`src/verilog/pm_pkg.sv`:
```
package pm_pkg;
  // Register byte offsets
  localparam logic [7:0] OFF_E_VALUE  = 8'h00;
  localparam logic [7:0] OFF_E_DIR    = 8'h04;
  localparam logic [7:0] OFF_E_PIN    = 8'h08;
  localparam logic [7:0] OFF_F_VALUE  = 8'h0c;
  localparam logic [7:0] OFF_F_DIR    = 8'h10;
  localparam logic [7:0] OFF_F_PIN    = 8'h14;
  localparam logic [7:0] OFF_PC_MASK  = 8'h18;
  localparam logic [7:0] OFF_CTRL     = 8'h1c;
  // Control register fields
  localparam int unsigned CTRL_GROUP_EN = 0;
  localparam int unsigned CTRL_PUD      = 1;
  // Reset values
  localparam logic [7:0] RST_VALUE = 8'h00;
  localparam logic [7:0] RST_DIR   = 8'h00;
  localparam logic [7:0] RST_MASK  = 8'h00;
  localparam logic [1:0] RST_CTRL  = 2'h0;
  // Port F pins taken by the test port
  localparam logic [7:0] F_TEST_PINS  = 8'hf0;
  localparam logic [7:0] F_TEST_PULL  = 8'hf0;
  localparam logic [7:0] F_TCK_DI     = 8'h10;
  localparam int unsigned F_TDO       = 6;
endpackage : pm_pkg

```
`src/verilog/pm_port_ef.sv`:
```
// The register addresses and the APB register port were left to the implementer.
`timescale 1ns/1ns
module pm_port_ef (
  // Clock and reset
  input  wire logic        pclk,
  input  wire logic        presetn,
  // APB slave
  input  wire logic        psel,
  input  wire logic        penable,
  input  wire logic        pwrite,
  input  wire logic [7:0]  paddr,
  input  wire logic [31:0] pwdata,
  output logic      [31:0] prdata,
  output logic             pready,
  output logic             pslverr,
  // Fuse and test port
  input  wire logic        clock_output_fuse,
  input  wire logic        test_port_enable,
  input  wire logic        tap_shift_state,
  input  wire logic        test_data_out,
  // Clock system
  input  wire logic        divided_clock_output,
  // Serial port
  input  wire logic        serial_sync_mode,
  input  wire logic        serial_clock_out,
  input  wire logic        receiver_enable,
  input  wire logic        transmitter_enable,
  input  wire logic        serial_transmit_data_pin,
  // Universal serial interface
  input  wire logic        two_wire_mode_active,
  input  wire logic        three_wire_mode_active,
  input  wire logic        usi_data_out,
  input  wire logic        usi_data_bit,
  input  wire logic        two_wire_clock_hold,
  input  wire logic        usi_start_irq_enable,
  // Analog comparator digital input disables
  input  wire logic        comp_pos_input_disable,
  input  wire logic        comp_neg_input_disable,
  // Port E pads
  input  wire logic [7:0]  port_e_in,
  output logic      [7:0]  port_e_out,
  output logic      [7:0]  port_e_oe_n,
  output logic      [7:0]  port_e_pullup,
  // Port F pads
  input  wire logic [7:0]  port_f_in,
  output logic      [7:0]  port_f_out,
  output logic      [7:0]  port_f_oe_n,
  output logic      [7:0]  port_f_pullup,
  // To peripherals
  output logic      [7:0]  pin_change_source_e,
  output logic             serial_port_external_clock,
  output logic             serial_receive_data,
  output logic             usi_data_input,
  output logic             usi_clock
);
  logic [7:0] port_e_value;
  logic [7:0] port_e_direction;
  logic [7:0] port_f_value;
  logic [7:0] port_f_direction;
  logic [7:0] pc_mask;
  logic [1:0] ctrl;
  logic [7:0] e_sync;
  logic [7:0] f_sync;
  logic [7:0] e_di_en;
  logic [7:0] f_di_en;
  logic [31:0] next_prdata;

  // Bus decode
  wire setup   = psel & ~penable;
  wire access  = psel & penable;
  wire wr_en   = access & pwrite & pready;
  wire hit_ev  = paddr == pm_pkg::OFF_E_VALUE;
  wire hit_ed  = paddr == pm_pkg::OFF_E_DIR;
  wire hit_ep  = paddr == pm_pkg::OFF_E_PIN;
  wire hit_fv  = paddr == pm_pkg::OFF_F_VALUE;
  wire hit_fd  = paddr == pm_pkg::OFF_F_DIR;
  wire hit_fp  = paddr == pm_pkg::OFF_F_PIN;
  wire hit_pm  = paddr == pm_pkg::OFF_PC_MASK;
  wire hit_ct  = paddr == pm_pkg::OFF_CTRL;
  wire mapped  = hit_ev | hit_ed | hit_ep | hit_fv | hit_fd | hit_fp | hit_pm | hit_ct;

  wire group_en = ctrl[pm_pkg::CTRL_GROUP_EN];
  wire global_pullup_disable      = ctrl[pm_pkg::CTRL_PUD];

  // Digital pin levels as software and peripherals see them
  wire [7:0] e_di = e_sync & e_di_en;
  wire [7:0] f_di = f_sync & f_di_en;

  always_comb begin
    next_prdata = 32'h0000_0000;
    if (hit_ev) next_prdata[7:0] = port_e_value;
    if (hit_ed) next_prdata[7:0] = port_e_direction;
    if (hit_ep) next_prdata[7:0] = e_di;
    if (hit_fv) next_prdata[7:0] = port_f_value;
    if (hit_fd) next_prdata[7:0] = port_f_direction;
    if (hit_fp) next_prdata[7:0] = f_di;
    if (hit_pm) next_prdata[7:0] = pc_mask;
    if (hit_ct) next_prdata[1:0] = ctrl;
  end

  // Answer one cycle after setup: every transfer takes exactly two cycles
  always_ff @(posedge pclk or negedge presetn) begin
    if (!presetn) begin
      pready  <= 1'b0;
      pslverr <= 1'b0;
      prdata  <= 32'h0000_0000;
    end else begin
      pready  <= setup;
      pslverr <= setup & ~mapped;
      if (setup) begin
        prdata <= next_prdata;
      end
    end
  end

  always_ff @(posedge pclk or negedge presetn) begin
    if (!presetn) begin
      port_e_value     <= pm_pkg::RST_VALUE;
      port_e_direction <= pm_pkg::RST_DIR;
      port_f_value     <= pm_pkg::RST_VALUE;
      port_f_direction <= pm_pkg::RST_DIR;
      pc_mask          <= pm_pkg::RST_MASK;
      ctrl             <= pm_pkg::RST_CTRL;
    end else if (wr_en) begin
      if (hit_ev) port_e_value     <= pwdata[7:0];
      if (hit_ed) port_e_direction <= pwdata[7:0];
      if (hit_fv) port_f_value     <= pwdata[7:0];
      if (hit_fd) port_f_direction <= pwdata[7:0];
      if (hit_pm) pc_mask          <= pwdata[7:0];
      if (hit_ct) ctrl             <= pwdata[1:0];
    end
  end

  // Port E overrides
  wire       tw      = two_wire_mode_active;
  wire       xck_drv = serial_sync_mode & port_e_direction[2];
  wire [7:0] pc_on   = pc_mask & {8{group_en}};
  wire       sda_low = port_e_direction[5] & ~usi_data_bit;
  wire       scl_low = port_e_direction[4] & ~two_wire_clock_hold;

  wire [7:0] e_puoe = {2'b00, tw, tw, 1'b0, xck_drv, transmitter_enable,
                       receiver_enable};
  wire [7:0] e_puov = {7'h00, port_e_value[0] & ~global_pullup_disable};
  wire [7:0] e_ddoe = {clock_output_fuse, 1'b0, tw, tw, 2'b00,
                       transmitter_enable, receiver_enable};
  wire [7:0] e_ddov = {1'b1, 1'b0, sda_low, scl_low, 2'b00,
                       1'b1, 1'b0};
  wire [7:0] e_pvoe = {clock_output_fuse, three_wire_mode_active,
                       tw & port_e_direction[5], tw & port_e_direction[4],
                       1'b0, xck_drv, transmitter_enable, 1'b0};
  wire [7:0] e_pvov = {divided_clock_output, usi_data_out, 3'b000,
                       serial_clock_out, serial_transmit_data_pin,
                       1'b0};
  wire [7:0] e_dieoe = pc_on | {2'b00, usi_start_irq_enable,
                       usi_start_irq_enable, comp_neg_input_disable,
                       comp_pos_input_disable, 2'b00};
  wire [7:0] e_dieov = {4'hf, pc_on[3:2], 2'b11};

  // Port F overrides: the test port takes the upper nibble
  wire [7:0] f_take = pm_pkg::F_TEST_PINS & {8{test_port_enable}};
  wire [7:0] f_ddov = {1'b0, tap_shift_state, 6'h00};
  wire [7:0] f_pvoe = {1'b0, test_port_enable, 6'h00};
  wire [7:0] f_pvov = {1'b0, test_data_out, 6'h00};

  genvar i;
  generate
    for (i = 0; i < 8; i++) begin : g_pins
      pm_pin_cell u_e (
        .pclk       (pclk),
        .port_value (port_e_value[i]),
        .direction  (port_e_direction[i]),
        .global_pullup_disable        (global_pullup_disable),
        .puoe       (e_puoe[i]),
        .puov       (e_puov[i]),
        .ddoe       (e_ddoe[i]),
        .ddov       (e_ddov[i]),
        .pvoe       (e_pvoe[i]),
        .pvov       (e_pvov[i]),
        .dieoe      (e_dieoe[i]),
        .dieov      (e_dieov[i]),
        .pin_out    (port_e_out[i]),
        .pin_oe_n   (port_e_oe_n[i]),
        .pin_pullup (port_e_pullup[i]),
        .di_en      (e_di_en[i])
      );
      // Pull-ups on test pins ride the enable, not the reset
      pm_pin_cell u_f (
        .pclk       (pclk),
        .port_value (port_f_value[i]),
        .direction  (port_f_direction[i]),
        .global_pullup_disable        (global_pullup_disable),
        .puoe       (f_take[i]),
        .puov       (pm_pkg::F_TEST_PULL[i]),
        .ddoe       (f_take[i]),
        .ddov       (f_ddov[i]),
        .pvoe       (f_pvoe[i]),
        .pvov       (f_pvov[i]),
        .dieoe      (f_take[i]),
        .dieov      (pm_pkg::F_TCK_DI[i]),
        .pin_out    (port_f_out[i]),
        .pin_oe_n   (port_f_oe_n[i]),
        .pin_pullup (port_f_pullup[i]),
        .di_en      (f_di_en[i])
      );
    end
  endgenerate

  pm_sync3 u_sync_e (
    .pclk      (pclk),
    .presetn   (presetn),
    .pin_async (port_e_in),
    .pin_sync  (e_sync)
  );

  pm_sync3 u_sync_f (
    .pclk      (pclk),
    .presetn   (presetn),
    .pin_async (port_f_in),
    .pin_sync  (f_sync)
  );

  // Peripheral inputs; the clock only counts when it is taken in
  always_ff @(posedge pclk or negedge presetn) begin
    if (!presetn) begin
      pin_change_source_e        <= 8'h00;
      serial_port_external_clock <= 1'b0;
      serial_receive_data        <= 1'b0;
      usi_data_input             <= 1'b0;
      usi_clock                  <= 1'b0;
    end else begin
      pin_change_source_e        <= e_di;
      serial_port_external_clock <= serial_sync_mode & ~port_e_direction[2]
                                    & e_di[2];
      serial_receive_data        <= e_di[0];
      usi_data_input             <= e_di[5];
      usi_clock                  <= e_di[4];
    end
  end
endmodule : pm_port_ef

```
`src/verilog/pm_sync3.sv`:
```
`timescale 1ns/1ns
module pm_sync3 (
  // Clock and reset
  input  wire logic       pclk,
  input  wire logic       presetn,
  // Asynchronous pins and settled value
  input  wire logic [7:0] pin_async,
  output logic      [7:0] pin_sync
);
  logic [7:0] stage1;
  logic [7:0] stage2;
  logic [7:0] stage3;
  wire  [7:0] agree = ~(stage2 ^ stage3);

  always_ff @(posedge pclk or negedge presetn) begin
    if (!presetn) begin
      stage1   <= 8'h00;
      stage2   <= 8'h00;
      stage3   <= 8'h00;
      pin_sync <= 8'h00;
    end else begin
      stage1   <= pin_async;
      stage2   <= stage1;
      stage3   <= stage2;
      // A change counts only once two later stages agree
      pin_sync <= (agree & stage3) | (~agree & pin_sync);
    end
  end
endmodule : pm_sync3

```
`src/verilog/pm_pin_cell.sv`:
```
`timescale 1ns/1ns
module pm_pin_cell (
  // Clock
  input  wire logic pclk,
  // Port register bits
  input  wire logic port_value,
  input  wire logic direction,
  input  wire logic global_pullup_disable,
  // Override controls
  input  wire logic puoe,
  input  wire logic puov,
  input  wire logic ddoe,
  input  wire logic ddov,
  input  wire logic pvoe,
  input  wire logic pvov,
  input  wire logic dieoe,
  input  wire logic dieov,
  // Pad side
  output logic      pin_out,
  output logic      pin_oe_n,
  output logic      pin_pullup,
  output logic      di_en
);
  wire dir_eff = ddoe ? ddov : direction;
  wire val_eff = pvoe ? pvov : port_value;
  wire pu_eff  = puoe ? puov : (port_value & ~direction & ~global_pullup_disable);
  wire di_eff  = dieoe ? dieov : 1'b1;

  // No reset: clock output and test pull-ups must hold through reset
  always_ff @(posedge pclk) begin
    pin_out    <= val_eff;
    pin_oe_n   <= ~dir_eff;
    pin_pullup <= pu_eff & ~dir_eff;
    di_en      <= di_eff;
  end
endmodule : pm_pin_cell

```
`config.mk`:
```
export PLATFORM = sky130hd
export DESIGN_NAME = pm_port_ef
export DESIGN_NICKNAME = d
export VERILOG_FILES = /design/src/verilog/pm_pkg.sv /design/src/verilog/pm_port_ef.sv /design/src/verilog/pm_sync3.sv /design/src/verilog/pm_pin_cell.sv
export SDC_FILE = /design/constraint.sdc
export NUM_CORES = 1
export LEC_CHECK = 0
export BUFFER_PORTS_ARGS = -buffer_cell sky130_fd_sc_hd__buf_4
export CORE_ASPECT_RATIO = 0.9
export CORE_MARGIN = 2
export CORE_UTILIZATION = 50
export DETAILED_ROUTE_END_ITERATION = 10
export GPL_TIMING_DRIVEN = 0
export PLACE_DENSITY_LB_ADDON = 0.2
export REMOVE_ABC_BUFFERS = 1
export SLEW_MARGIN = 20
export SYNTH_ARGS = -nofsm -noshare
export SYNTH_HDL_FRONTEND = slang
export SYNTH_HIERARCHICAL = 1
export SYNTH_SLANG_ARGS = --single-unit
```
`constraint.sdc`:
```
create_clock -name pclk -period 4.9 [get_ports pclk]
set_input_delay 1.47 -clock pclk [delete_from_list [all_inputs] [get_ports pclk]]
set_output_delay 1.47 -clock pclk [all_outputs]
set_load 0.005 [all_outputs]
```
==> metrics.txt <==
full die area=15400 um2; Least-Margin Pin Slew=1.03 ns; beginning of the critical path=paddr[3]; area leader, netlist=dfrtp_1; YS warnings=6; via count=4644; synthesized instance count=559; register area=4410 um2; CTS Root Cell=clkbuf_16; CP Capture Type=flip-flop; P&R area growth vs syn=26.8%; most common cell in the netlist=dfrtp_1; ANT nets after route=0; Fmax=0.330 GHz; die span in y=118 um; Hold WC Path Type=reg2reg; worst hold slack=0.349 ns; Slew HR=30.9%; WS Path Type=in2reg; # rows=41; CTS tree=done; P per Cell Area=360 nW/um2; area occupied by multi-input gates=2920 um2; Die Wd=131 um; Buffers on Ports=124; Layout Skew=0.00804 ns; Routability Congestion=0.869; routed wire length per instance=15.2 um; Core Area=14100 um2; worst setup path end=port_f_direction[6]; FF-to-FF End=port_f_direction[6]; Total GRT Usage=20.4%; Slew Viols, Final=0; Design Area, Final=9160 um2; Leakage=0.00432 uW; RSZ-0062 raised after global routing=false; number of flops mapped to enable cells by yosys=0; Hold-fix buffers, CTS=0; final core occ=65.2%; worst-skew pair later-pin latency=0.43 ns; Yosys reg bits=189; Post-DP Area=8540 um2; R2R setup slack=2.51 ns; crit path DAT=3.34 ns; CTS HTree Levels=4; GRT Residual Overflow=0; Tcrit/Tclk final=61.8%; unique cell type count in the Yosys netlist=52; status=complete, no violations; final hold violation count=0; nets@finish=846; Fillers=1100; clk sinks=189; Async S/R FF share, synth=66.1%; Avg Cell Area, Syn=12.9 um2; Critical R2R Launch=pready; hpwl dp=10300 um; vias in the first global route=4567; Yosys top cell area share=43.3%; minimum clock period=3.03 ns; mapped cell area=7220 um2; critical path required time=5.21 ns; drt first-iter violations=319; clk slew on worst S/H paths=0.06 ns; Post-CTS Setup Bufs=0; antenna violations before repair=0; maxcap violations=0; final wirelength=14800 um; clock tree buffer depth=2; most frequent cells after synthesis=dfrtp_1 (125), dfxtp_1 (64), mux2_2 (50); iteration count of the initial detailed-routing pass=4; first-pass GRT wire length=23800 um; CTS Buf Count=17; top cells by area, synth=dfrtp_1 (43%), dfxtp_1 (18%), mux2_2 (7.8%), buf_4 (2.8%), nand2b_1 (2.8%); I/O pin cnt=173; ratio of cells with drive above 1 in the final layout=31.3%; Setup Viol. Count Final=0; setup TNS=0 ns; Post-CTS Resized=0; starting density of the core=51.4%; largest net degree at the start of global routing=83; worst vdd ir=0.000324 V; DRC violations left=0; register area share after synthesis=61.0%; ANT cells=0; Top FF cell, synth=dfrtp_1; vias per inst=4.77; CP Max Fanout=36; CP Launch Type=input port; Reg2Reg Depth=4
## area by class of cell
class	instances	area share, %
sequential	189	48.1
timing repair buffer	125	10.5
clock inverter	10	1.35
tap	193	2.64
inverter	2	0.0820
multi-input combinational	432	31.9
clock buffer	22	5.41
## cells by family (layout without fill, tap and decap cells)
kind of cell | count (synthesis) | count (layout) | synth area share, %
DFF | 189 | 189 | 61.0
adders and majority gates | 16 | 16 | 2.49
muxes | 74 | 74 | 11.7
AOI/OAI and AO/OA | 70 | 70 | 6.67
buffers and inverters | 47 | 159 | 4.19
other | 2 | 111 | 0.104
and+or+nand+nor | 161 | 161 | 13.8
## worst min-delay path by stage
| stage | endpoint | cells after the start | from |
|---|---|---|---|
| floorplan | u_sync_e/stage2[0] | 0 | u_sync_e/stage1[0] |
| global placement | u_sync_f/stage2[5] | 0 | u_sync_f/stage1[5] |
| detailed placement | u_sync_f/stage2[2] | 0 | u_sync_f/stage1[2] |
| CTS | u_sync_f/stage2[2] | 0 | u_sync_f/stage1[2] |
| global route | u_sync_f/stage2[4] | 0 | u_sync_f/stage1[4] |
| finish | u_sync_f/stage2[2] | 0 | u_sync_f/stage1[2] |
## metrics by stage
step	worst slack [ns]	cells	power [uW]
detailed placement	1.48	941	1910
global route	1.84	973	3420
global placement	1.49	940	1900
CTS	1.89	973	3320
finish	1.87	973	3290
floorplan	1.89	623	1770
## critical path: stages
cell and delay, ns:
buf_4 0.23, nand2b_1 0.43, nor4_4 0.77, mux2_2 0.42
## layout by cell type, fill, tap and decap left out, types with 3 or more instances in the layout
cell type and instances:
mux2i_1 16, nand2b_1 32, nand2_1 32, a21oi_1 15
clkbuf_8 3, a21bo_2 6, o211ai_1 6, nor2b_1 5
clkbuf_16 18, inv_6 3, and2_1 17, or4b_1 17
mux2_2 50, nand3b_1 3, buf_4 123, nor2_1 11
maj3_2 16, nand3_1 21, nor3_1 4, a211oi_1 3
mux2_4 8, a21boi_1 16, dfxtp_1 64, dfrtp_1 125
conb_1 111, o22ai_1 6, o21ai_0 6
## layer usage
layer	routed length, um	global-route usage, %	part of all wire [%]
met1	6540	28.1	44
met2	7030	31.4	47
met3	994	4.91	6.7
met4	261	7.65	1.8
met5	0	0	0
## power breakdown
group / internal, uW / switching, uW
Clock: 829 / 584
Combinational: 118 / 111
Sequential: 1620 / 34.7
Total: 2570 / 730
(Power assumes the default switching activity.)
